## config.mk

```make
export PLATFORM = sky130hd
export DESIGN_NAME = jdl_align
export DESIGN_NICKNAME = d
export VERILOG_FILES = /design/src/include/jdl_pkg.sv /design/src/rtl/jdl_align.sv
export SDC_FILE = /design/constraint.sdc
export NUM_CORES = 1
export LEC_CHECK = 0
export BUFFER_PORTS_ARGS = -buffer_cell sky130_fd_sc_hd__buf_2
export CORE_UTILIZATION = 51
export CTS_CLUSTER_SIZE = 12
export DETAILED_ROUTE_END_ITERATION = 8
export HOLD_SLACK_MARGIN = 0.02
export PLACE_DENSITY = 0.76
export SETUP_SLACK_MARGIN = 0.05
export SYNTH_ARGS = -nofsm -noshare
export SYNTH_HDL_FRONTEND = slang
export SYNTH_SLANG_ARGS = --single-unit
export TNS_END_PERCENT = 10
```

## constraint.sdc

```tcl
create_clock -name ref_clk_i -period 2.9 [get_ports ref_clk_i]
set_input_delay 0.58 -clock ref_clk_i [delete_from_list [all_inputs] [get_ports ref_clk_i]]
set_output_delay 0.58 -clock ref_clk_i [all_outputs]
set_load 0.01 [all_outputs]
```

## src/include/jdl_pkg.sv

```systemverilog
// Purpose: shared constants for the deterministic latency align block
// Assumes: register index times four is the wishbone byte address
// Notes:   latency figures are in encode clocks
`default_nettype none
package jdl_pkg;
    // ----------------------------------------
    // register indices and bus
    // ----------------------------------------
    localparam int             WB_ADR_W        = 16;
    localparam int             IDX_W           = 12;
    localparam logic [11:0]    IDX_SYSREF_CTRL = 12'h120;
    localparam logic [11:0]    IDX_MARGIN      = 12'h128;
    localparam logic [11:0]    IDX_LANE_RATE   = 12'h56E;
    localparam logic [11:0]    IDX_MF_OFFSET   = 12'h578;
    localparam logic [11:0]    IDX_SUBCLASS    = 12'h590;
    localparam logic [11:0]    IDX_APP_CFG     = 12'h5A0;
    localparam logic [11:0]    IDX_FRAME_CFG   = 12'h5A1;
    localparam logic [11:0]    IDX_LAT_STAT    = 12'h5A2;
    // ----------------------------------------
    // field positions and reset values
    // ----------------------------------------
    localparam int             SR_TRANS_BIT    = 4;
    localparam int             SR_EDGE_BIT     = 3;
    localparam int             SR_MODE_LSB     = 1;
    localparam logic [1:0]     SR_MODE_OFF     = 2'h0;
    localparam logic [1:0]     SR_MODE_CONT    = 2'h1;
    localparam logic [1:0]     SR_MODE_NSHOT   = 2'h2;
    localparam int             LANE_RATE_LSB   = 4;
    localparam int             SUBCLASS_LSB    = 5;
    localparam logic [2:0]     SUBCLASS_RST    = 3'h1;
    localparam logic [2:0]     SUBCLASS_0      = 3'h0;
    localparam int             APP_RATIO_LSB   = 4;
    localparam int             APP_CPLX_BIT    = 8;
    localparam int             FR_K_LSB        = 8;
    localparam int             FR_LEN_LSB      = 16;
    localparam logic [4:0]     FR_F_RST        = 5'h01;
    localparam logic [4:0]     FR_KM1_RST      = 5'h1F;
    localparam int             LAT_OK_BIT      = 15;
    localparam logic [3:0]     SETUP_SAT       = 4'hF;
    localparam logic [3:0]     HOLD_SAT        = 4'h8;
    // ----------------------------------------
    // application modes and ratio codes (0.5,1,2,4,8)
    // ----------------------------------------
    localparam logic [2:0]     APP_FULL        = 3'h0;
    localparam logic [2:0]     APP_DEC1        = 3'h1;
    localparam logic [2:0]     APP_DEC16       = 3'h5;
    localparam logic [2:0]     RATIO_HALF      = 3'h0;
    localparam logic [2:0]     RATIO_4         = 3'h3;
    localparam logic [2:0]     RATIO_8         = 3'h4;
    localparam logic [9:0]     LAT_FULL_ADC    = 10'd31;
    localparam logic [9:0]     LAT_FULL_HALF   = 10'd25;
    localparam logic [9:0]     ADC_LAT [6]     = '{10'd31, 10'd94, 10'd162, 10'd292,
                                                   10'd548, 10'd548};
    // zero marks a mode not supported at that ratio
    localparam logic [9:0]     LINK_LAT [6][5] = '{
        '{10'd25,  10'd14,  10'd7,  10'd4,  10'd2},
        '{10'd25,  10'd14,  10'd7,  10'd0,  10'd0},
        '{10'd46,  10'd27,  10'd14, 10'd7,  10'd0},
        '{10'd88,  10'd50,  10'd27, 10'd14, 10'd7},
        '{10'd172, 10'd96,  10'd50, 10'd27, 10'd14},
        '{10'd339, 10'd188, 10'd96, 10'd50, 10'd27}};
endpackage
`default_nettype wire

```

## src/rtl/jdl_align.sv

```systemverilog
// Purpose: multiframe clock alignment, reference capture and latency report
// Assumes: sysref_i is asynchronous to ref_clk_i
// Notes:   latency values are reported, the data path lives elsewhere
//
// Register access over Wishbone was left to the implementer.
`timescale 1ns/1ps
`default_nettype none
module jdl_align (
    input  wire logic        ref_clk_i,
    input  wire logic        rst_n_i,
    input  wire logic        sysref_i,
    input  wire logic [15:0] wb_adr_i,
    input  wire logic [31:0] wb_dat_i,
    input  wire logic [3:0]  wb_sel_i,
    input  wire logic        wb_we_i,
    input  wire logic        wb_cyc_i,
    input  wire logic        wb_stb_i,
    output logic      [31:0] wb_dat_o,
    output logic             wb_ack_o,
    output logic             frame_clk_o,
    output logic             lmfc_o,
    output logic             sample_div_reset_o,
    output logic      [2:0]  subclass_o,
    output logic      [3:0]  lane_rate_range_o,
    output logic      [9:0]  total_latency_o,
    output logic             config_supported_o
);
    typedef enum logic {JDL_SR_IDLE, JDL_SR_ARMED} jdl_sr_e;

    // ----------------------------------------
    // helpers
    // ----------------------------------------
    function automatic logic [5:0] eff_offset(input logic [4:0] off, input logic [4:0] f,
                                              input logic [4:0] km1);
        logic [5:0] e;
        e = {1'b0, off};
        if (f == 5'h01) begin
            e = {3'h0, off[4:2]};
        end else if (f == 5'h02) begin
            e = {2'h0, off[4:1]};
        end
        // offsets past the multiframe wrap once; an offset of 2K or more stays at or above K
        if (e > {1'b0, km1}) begin
            e = e - ({1'b0, km1} + 6'h01);
        end
        return e;
    endfunction

    function automatic logic hit(input logic [11:0] idx);
        return wb_adr_i[13:2] == idx;
    endfunction

    // ----------------------------------------
    // registers
    // ----------------------------------------
    logic [1:0]  sr_mode_q;
    logic        sr_trans_q;
    logic        sr_edge_q;
    logic [3:0]  lane_rate_q;
    logic [4:0]  mf_off_q;
    logic [2:0]  subclass_q;
    logic [2:0]  app_mode_q;
    logic [2:0]  app_ratio_q;
    logic        app_cplx_q;
    logic [4:0]  fr_f_q;
    logic [4:0]  fr_km1_q;
    logic [3:0]  fr_len_q;
    logic [3:0]  setup_q;
    logic [3:0]  hold_q;
    logic [9:0]  adc_lat_q;
    logic [9:0]  link_lat_q;
    logic        wr_stb;
    logic        sr_event;
    logic        nshot_done;
    jdl_sr_e     sr_state_q;

    assign wr_stb = wb_cyc_i && wb_stb_i && wb_we_i && !wb_ack_o && wb_sel_i[0];

    always_ff @(posedge ref_clk_i or negedge rst_n_i) begin
        if (!rst_n_i) begin
            sr_trans_q  <= 1'b0;
            sr_edge_q   <= 1'b0;
            lane_rate_q <= '0;
            mf_off_q    <= '0;
            subclass_q  <= jdl_pkg::SUBCLASS_RST;
        end else if (wr_stb) begin
            if (hit(jdl_pkg::IDX_SYSREF_CTRL)) begin
                sr_trans_q <= wb_dat_i[jdl_pkg::SR_TRANS_BIT];
                sr_edge_q  <= wb_dat_i[jdl_pkg::SR_EDGE_BIT];
            end
            if (hit(jdl_pkg::IDX_LANE_RATE)) begin
                lane_rate_q <= wb_dat_i[jdl_pkg::LANE_RATE_LSB +: 4];
            end
            if (hit(jdl_pkg::IDX_MF_OFFSET)) begin
                mf_off_q <= wb_dat_i[4:0];
            end
            if (hit(jdl_pkg::IDX_SUBCLASS)) begin
                subclass_q <= wb_dat_i[jdl_pkg::SUBCLASS_LSB +: 3];
            end
        end
    end

    always_ff @(posedge ref_clk_i or negedge rst_n_i) begin
        if (!rst_n_i) begin
            app_mode_q  <= jdl_pkg::APP_FULL;
            app_ratio_q <= jdl_pkg::RATIO_HALF;
            app_cplx_q  <= 1'b0;
            fr_f_q      <= jdl_pkg::FR_F_RST;
            fr_km1_q    <= jdl_pkg::FR_KM1_RST;
            fr_len_q    <= '0;
        end else if (wr_stb && hit(jdl_pkg::IDX_APP_CFG)) begin
            app_mode_q  <= wb_dat_i[2:0];
            app_ratio_q <= wb_dat_i[jdl_pkg::APP_RATIO_LSB +: 3];
            app_cplx_q  <= wb_dat_i[jdl_pkg::APP_CPLX_BIT];
        end else if (wr_stb && hit(jdl_pkg::IDX_FRAME_CFG)) begin
            fr_f_q   <= wb_dat_i[4:0];
            fr_km1_q <= wb_dat_i[jdl_pkg::FR_K_LSB +: 5];
            fr_len_q <= wb_dat_i[jdl_pkg::FR_LEN_LSB +: 4];
        end
    end

    // software write re-arms even when a one-shot completes the same cycle
    always_ff @(posedge ref_clk_i or negedge rst_n_i) begin
        if (!rst_n_i) begin
            sr_mode_q  <= jdl_pkg::SR_MODE_OFF;
            sr_state_q <= JDL_SR_IDLE;
        end else if (wr_stb && hit(jdl_pkg::IDX_SYSREF_CTRL)) begin
            sr_mode_q  <= wb_dat_i[jdl_pkg::SR_MODE_LSB +: 2];
            sr_state_q <= (wb_dat_i[jdl_pkg::SR_MODE_LSB +: 2] != jdl_pkg::SR_MODE_OFF)
                          ? JDL_SR_ARMED : JDL_SR_IDLE;
        end else begin
            case (sr_state_q)
                JDL_SR_IDLE: begin
                    sr_state_q <= JDL_SR_IDLE;
                end
                JDL_SR_ARMED: begin
                    if (nshot_done) begin
                        sr_mode_q  <= jdl_pkg::SR_MODE_OFF;
                        sr_state_q <= JDL_SR_IDLE;
                    end
                end
                default: begin
                    sr_state_q <= JDL_SR_IDLE;
                end
            endcase
        end
    end

    // ----------------------------------------
    // reference capture
    // ----------------------------------------
    logic [1:0] sr_pos_q;
    logic       sr_neg_q;
    logic [1:0] sr_negs_q;
    logic       sr_sel;
    logic       sr_prev_q;
    logic [3:0] stable_q;
    logic       hold_run_q;

    // falling-edge path: negedge first stage, then two rising-edge stages
    always_ff @(negedge ref_clk_i or negedge rst_n_i) begin
        if (!rst_n_i) begin
            sr_neg_q <= 1'b0;
        end else begin
            sr_neg_q <= sysref_i;
        end
    end

    always_ff @(posedge ref_clk_i or negedge rst_n_i) begin
        if (!rst_n_i) begin
            sr_pos_q  <= '0;
            sr_negs_q <= '0;
            sr_prev_q <= 1'b0;
        end else begin
            sr_pos_q  <= {sr_pos_q[0], sysref_i};
            sr_negs_q <= {sr_negs_q[0], sr_neg_q};
            sr_prev_q <= sr_sel;
        end
    end

    assign sr_sel     = sr_edge_q ? sr_negs_q[1] : sr_pos_q[1];
    assign sr_event   = (sr_state_q == JDL_SR_ARMED) &&
                        (sr_trans_q ? (sr_prev_q && !sr_sel)
                                    : (!sr_prev_q && sr_sel));
    assign nshot_done = sr_event && (sr_mode_q == jdl_pkg::SR_MODE_NSHOT);

    // margin monitor: stable cycles before and after the chosen transition
    always_ff @(posedge ref_clk_i or negedge rst_n_i) begin
        if (!rst_n_i) begin
            stable_q   <= '0;
            setup_q    <= '0;
            hold_q     <= '0;
            hold_run_q <= 1'b0;
        end else begin
            if (sr_sel != sr_prev_q) begin
                stable_q <= '0;
            end else if (stable_q != jdl_pkg::SETUP_SAT) begin
                stable_q <= stable_q + 4'h1;
            end
            if (sr_event) begin
                setup_q    <= stable_q;
                hold_q     <= '0;
                hold_run_q <= 1'b1;
            end else if (hold_run_q) begin
                if (sr_sel != sr_prev_q || hold_q == jdl_pkg::HOLD_SAT) begin
                    hold_run_q <= 1'b0;
                end else begin
                    hold_q <= hold_q + 4'h1;
                end
            end
        end
    end

    // ----------------------------------------
    // frame and multiframe clocks
    // ----------------------------------------
    logic [3:0] div_q;
    logic [4:0] frame_q;
    logic       realign;
    logic [5:0] eff_off;

    assign realign = sr_event && (subclass_q != jdl_pkg::SUBCLASS_0);
    assign eff_off = eff_offset(mf_off_q, fr_f_q, fr_km1_q);

    always_ff @(posedge ref_clk_i or negedge rst_n_i) begin
        if (!rst_n_i) begin
            div_q   <= '0;
            frame_q <= '0;
        end else if (realign) begin
            div_q   <= '0;
            frame_q <= '0;
        end else if (div_q >= fr_len_q) begin
            div_q   <= '0;
            frame_q <= (frame_q >= fr_km1_q) ? 5'h00 : frame_q + 5'h01;
        end else begin
            div_q <= div_q + 4'h1;
        end
    end

    always_ff @(posedge ref_clk_i or negedge rst_n_i) begin
        if (!rst_n_i) begin
            frame_clk_o        <= 1'b0;
            lmfc_o             <= 1'b0;
            sample_div_reset_o <= 1'b0;
        end else begin
            frame_clk_o        <= (div_q == 4'h0);
            lmfc_o             <= (div_q == 4'h0) && ({1'b0, frame_q} == eff_off);
            sample_div_reset_o <= realign;
        end
    end

    // ----------------------------------------
    // latency report
    // ----------------------------------------
    logic       supported;
    logic [2:0] adc_idx;

    always_comb begin
        adc_idx = app_mode_q;
        if (app_cplx_q && app_mode_q != jdl_pkg::APP_FULL) begin
            adc_idx = app_mode_q - 3'h1;
        end
        supported = (app_mode_q <= jdl_pkg::APP_DEC16) && (app_ratio_q <= jdl_pkg::RATIO_8);
        if (supported) begin
            supported = link_ok(app_mode_q, app_ratio_q);
        end
        if (app_mode_q == jdl_pkg::APP_DEC1 && app_cplx_q) begin
            supported = 1'b0;
        end
        if (app_mode_q == jdl_pkg::APP_DEC16 && app_ratio_q != jdl_pkg::RATIO_4) begin
            supported = supported &&
                        (app_cplx_q == (app_ratio_q != jdl_pkg::RATIO_HALF));
        end
    end

    function automatic logic link_ok(input logic [2:0] m, input logic [2:0] r);
        return jdl_pkg::LINK_LAT[m][r] != 10'd0;
    endfunction

    always_ff @(posedge ref_clk_i or negedge rst_n_i) begin
        if (!rst_n_i) begin
            adc_lat_q          <= '0;
            link_lat_q         <= '0;
            total_latency_o    <= '0;
            config_supported_o <= 1'b0;
        end else begin
            adc_lat_q          <= supported ? jdl_pkg::ADC_LAT[adc_idx] : 10'd0;
            link_lat_q         <= supported ? jdl_pkg::LINK_LAT[app_mode_q][app_ratio_q]
                                            : 10'd0;
            total_latency_o    <= adc_lat_q + link_lat_q;
            config_supported_o <= supported;
        end
    end

    // ----------------------------------------
    // wishbone slave: one wait state, unmapped reads zero
    // ----------------------------------------
    always_ff @(posedge ref_clk_i or negedge rst_n_i) begin
        if (!rst_n_i) begin
            wb_ack_o <= 1'b0;
            wb_dat_o <= '0;
        end else begin
            wb_ack_o <= wb_cyc_i && wb_stb_i && !wb_ack_o;
            wb_dat_o <= '0;
            if (hit(jdl_pkg::IDX_SYSREF_CTRL)) begin
                wb_dat_o[4:0] <= {sr_trans_q, sr_edge_q, sr_mode_q, 1'b0};
            end else if (hit(jdl_pkg::IDX_MARGIN)) begin
                wb_dat_o[7:0] <= {hold_q, setup_q};
            end else if (hit(jdl_pkg::IDX_LANE_RATE)) begin
                wb_dat_o[7:4] <= lane_rate_q;
            end else if (hit(jdl_pkg::IDX_MF_OFFSET)) begin
                wb_dat_o[4:0] <= mf_off_q;
            end else if (hit(jdl_pkg::IDX_SUBCLASS)) begin
                wb_dat_o[7:5] <= subclass_q;
            end else if (hit(jdl_pkg::IDX_APP_CFG)) begin
                wb_dat_o[8:0] <= {app_cplx_q, 1'b0, app_ratio_q, 1'b0, app_mode_q};
            end else if (hit(jdl_pkg::IDX_FRAME_CFG)) begin
                wb_dat_o[19:0] <= {fr_len_q, 3'h0, fr_km1_q, 3'h0, fr_f_q};
            end else if (hit(jdl_pkg::IDX_LAT_STAT)) begin
                wb_dat_o[15:0] <= {config_supported_o, 5'h00, total_latency_o};
            end
        end
    end

    always_ff @(posedge ref_clk_i or negedge rst_n_i) begin
        if (!rst_n_i) begin
            subclass_o        <= jdl_pkg::SUBCLASS_RST;
            lane_rate_range_o <= '0;
        end else begin
            subclass_o        <= subclass_q;
            lane_rate_range_o <= lane_rate_q;
        end
    end
endmodule
`default_nettype wire

```

==> impl_metrics.csv <==
group,metric,value,unit
detailed_routing,detail_route.wl_per_cell,17.2,um
global_routing,grt_start_max_net_pins,124,
outcome,failed_checks,"setup timing",
sta,final.setup_skew,0.0265,ns
placement,place_area,7280,um^2
final_layout,final.fill_count,1021,
worst_setup_path,path_buf_inv,1,
worst_setup_path,worst_path_max_delay_cell,"dfstp_2",
power,power.share.switching,21.6,%
logic_synthesis,synth.avg_cell_area,10.7,um^2
global_routing,grtUsageTotal,25.4,%
placement,dp.cells,866,
logic_synthesis,yosys_warnings,0,
power,ir_drop,0.000369,V
worst_setup_path,cp-end-kind,"flop",
detailed_routing,drt_drc_violations_left,0,
sta,timing.final.hold_violations,0,
worst_setup_path,setup_slack_on_the_worst_flop_to_flop_path,-0.17,ns
logic_synthesis,number_of_synthesized_flops_with_an_enable_pin,0,
floorplanning,fp.dieW,116,um
sta,post-route-min-period,3.07,ns
power,powerDensity,498,nW/um^2
floorplanning,core_region_area,12600,um^2
logic_synthesis,ys_types,79,
logic_synthesis,synth_top_area_cell,"dfrtp_1",
logic_synthesis,yosys_register_bits,124,
clocking,cts.hold.buffers_added,0,
clocking,tritoncts_num_sinks,124,
worst_setup_path,worstSetupStartpointType,"flop",
logic_synthesis,seq_area_frac_synth,47.1,%
floorplanning,row_count,41,
logic_synthesis,netlist_top_cells_area,"dfrtp_1, ha_1, mux2_2",
power,power_switching,0.856,mW
logic_synthesis,synthArstFlopShare,100,%
placement,place_worst_setup_slack,-0.246,ns
sta,timing.final.setup_violations,1,
sta,post_layout_worst_setup_margin,-0.174,ns
global_routing,grt_remaining_overflow,0,
worst_setup_path,criticalPathCategory,"flop to flop",
flow_run,cap_violations,0,
final_layout,antenna_cells,0,
final_layout,sequential_cell_area,3110,um^2
detailed_routing,postRouteWirelength,15.5,mm
power,leakage,3.86,nW
final_layout,finish.net_count,815,
worst_hold_path,holdCritPathClass,"input port to async pin",
worst_setup_path,worstPathArrival,3.38,ns
floorplanning,ios,112,
worst_setup_path,crit_path_cell_trace,"or4b_4 > nor3_4 > a221oi_2 > ha_1 > buf_4 > a211oi_2 > nor2_1 > a211o_1 > o211ai_1 > o22ai_1 > o22ai_1 > nor3_2",
worst_setup_path,critPathTopFamily,"compound AO/OA/AOI/OAI gates",
logic_synthesis,yosys-top-cells-count,"dfrtp_1, nand2_1, ha_1, inv_1, nor2_1",
placement,hpwlAfterDp,11.1,mm
clocking,cts_h_tree_depth,4,
detailed_routing,number_of_drc_violations_after_detailed_routing_iteration_0,307,
worst_setup_path,highest_net_fanout_along_the_worst_path,3,
floorplanning,die_area,13400,um^2
placement,portBuffers,75,
clocking,cts_buffer_depth,2,
floorplanning,effective_utilization_at_floorplan,52.3,%
final_layout,finish.cell_count_without_fillers,901,
final_layout,final_area,7970,um^2
detailed_routing,drt_pass1_iterations,5,
clocking,worst_skew_pair.late_latency,0.43,ns
final_layout,multi_input_comb_area,3300,um^2
logic_synthesis,yosysMostFrequentCell,"dfrtp_1",
detailed_routing,viasPerCell,5.63,
global_routing,grt_antenna_before_repair,0,
global_routing,first_global_vias,5176,
worst_setup_path,crit_required,3.20,ns
logic_synthesis,synth.cell_area,6600,um^2
logic_synthesis,syn-instance-count,615,
clocking,clock_tree.root_cell,"clkbuf_16",
sta,timing.slew.headroom,55.2,%
sta,finalCritPeriodShare,106,%
power,internal-power,3.11,mW
power,comb_power_share,3.1,%
clocking,cts_tree,"built",
detailed_routing,detailroute.via_count,5071,
power,totalPowerFinal,3.97,mW
placement,gpl.final_weighted_congestion,0.919,
sta,finalMaxSlewViolations,0,
clocking,tritoncts.num_buffers,17,
worst_setup_path,reg2reg_depth,12,
power,seq_power_share,44.2,%
outcome,outcome,"complete, but fails checks",
logic_synthesis,synth_largest_type_area_fraction,43.6,%
sta,fin_tns_setup,-0.174,ns
floorplanning,die_h,116,um
sta,rsz0062_at_grt,"yes",
global_routing,grt_first_pass_wirelength,25.7,mm
power,clkPwrFrac,52.6,%
clocking,clk_pin_slew,0.06,ns
logic_synthesis,dominantRegCellSynth,"dfrtp_1",
sta,maxClockFrequency,0.325,GHz
detailed_routing,final_antenna_net_count,0,
sta,worstMarginPinSlew,0.672,ns
worst_setup_path,critPathMostFrequentCell,"o22ai_1",
final_layout,drive_gt1_share,29.5,%
worst_setup_path,critical_path.max_stage_delay,0.54,ns
worst_setup_path,reg2reg_to,"lmfc_o$_DFF_PN0_",
worst_setup_path,r2r-start,"fr_f_q[0]$_DFFE_PN1P_",
final_layout,area_delta_synth_final,20.7,%
logic make-up after synthesis:
logic type,after synthesis,synth area share (%)
simple gates,188,15.7
flops,124,47.1
compound gates,121,13.4
buf+inv,73,5.36
mux,43,7.18
fa+ha+maj,41,8.00
xor+xnor,24,3.18
other cells,1,0.0568
through the flow:
step | utilization (%) | hold slack (ns)
2_1_floorplan | - | 0.284
3_3_place_gp | 57.7 | 0.338
3_5_place_dp | 57.7 | 0.339
4_1_cts | 63.1 | 0.276
5_1_grt | 63.2 | 0.279
6_report | 63.2 | 0.213
registers in the layout (all words and copies together), names as in the netlist, 5 cells and up:
signal           flops
mf_off_q             5
fr_f_q               5
link_lat_q           9
wb_dat_o            18
adc_lat_q            9
fr_km1_q             5
total_latency_o     10
frame_q              5
layer usage:
| layer | wire (um) | up-vias | track usage (%) |
|---|---|---|---|
| met5 | 0 | - | 0 |
| met4 | 454 | 0 | 13.8 |
| met3 | 669 | 33 | 5.18 |
| met2 | 7980 | 169 | 43.7 |
| met1 | 6380 | 2507 | 29.7 |
| li1 | - | 2362 | - |
power groups by stage:
stage	Combinational [mW]	Clock, mW	Sequential [mW]
floorplan	0.0542	0	1.78
global placement	0.119	0	1.79
detailed placement	0.125	0	1.79
CTS	0.127	2.12	1.76
global route	0.143	2.20	1.76
finish	0.125	2.09	1.76
worst reg2reg max path: stages (launching register included):
cell      delay (ns)
dfstp_2         0.54
or4b_4          0.53
nor3_4          0.16
a221oi_2        0.07
ha_1            0.31
buf_4           0.15
a211oi_2        0.24
nor2_1          0.11
a211o_1         0.30
o211ai_1        0.10
o22ai_1         0.11
o22ai_1         0.25
nor3_2          0.08
timing repair:
action / CTS / global route
setup buffers: 3 / 0
pin swaps: 12 / 0
endpoints found under the hold margin: 0 / 0
resized for setup: 14 / 2
cloned: 0 / 0
setup endpoints to repair: 1 / 1
cell type report:
| type | count | area share [%] |
|---|---|---|
| timing repair buffer | 104 | 7.63 |
| multi-input combinational | 431 | 41.5 |
| inverter | 38 | 1.79 |
| sequential | 124 | 39.1 |
| clock buffer | 22 | 5.95 |
| tap | 172 | 2.70 |
| clock inverter | 10 | 1.43 |
how the worst max path moves through the flow:
stage	startpoint	slack, ns	endpoint	depth (start not counted)
floorplan	fr_f_q[0]$_DFFE_PN1P_	-0.05	lmfc_o$_DFF_PN0_	12
global placement	fr_f_q[3]$_DFFE_PN0P_	-0.1	lmfc_o$_DFF_PN0_	12
detailed placement	fr_f_q[3]$_DFFE_PN0P_	-0.25	lmfc_o$_DFF_PN0_	12
CTS	fr_f_q[0]$_DFFE_PN1P_	-0.05	lmfc_o$_DFF_PN0_	12
global route	fr_f_q[0]$_DFFE_PN1P_	-0.26	lmfc_o$_DFF_PN0_	12
finish	fr_f_q[0]$_DFFE_PN1P_	-0.17	lmfc_o$_DFF_PN0_	12
layout by cell type (no fill, tap or decap), types with 3 or more instances in the layout:
cell	instances
a21o_1	11
a21oi_1	25
a222oi_1	6
a22o_1	5
a22oi_1	11
a31oi_1	8
and2_1	12
and3_1	4
buf_2	74
buf_4	29
clkbuf_16	17
clkbuf_8	3
clkinv_2	3
clkinvlp_4	4
conb_1	14
dfrtp_1	115
dfstp_2	8
ha_1	37
inv_1	37
mux2_1	3
mux2_2	32
mux2i_1	8
nand2_1	45
nand2b_1	7
nand3_1	13
nor2_1	34
nor2b_1	9
nor3_1	19
nor4_1	5
o211ai_1	3
o21ai_0	17
o22ai_1	3
or2_2	3
xnor2_1	15
xor2_1	9
(Power assumes the default switching activity.)
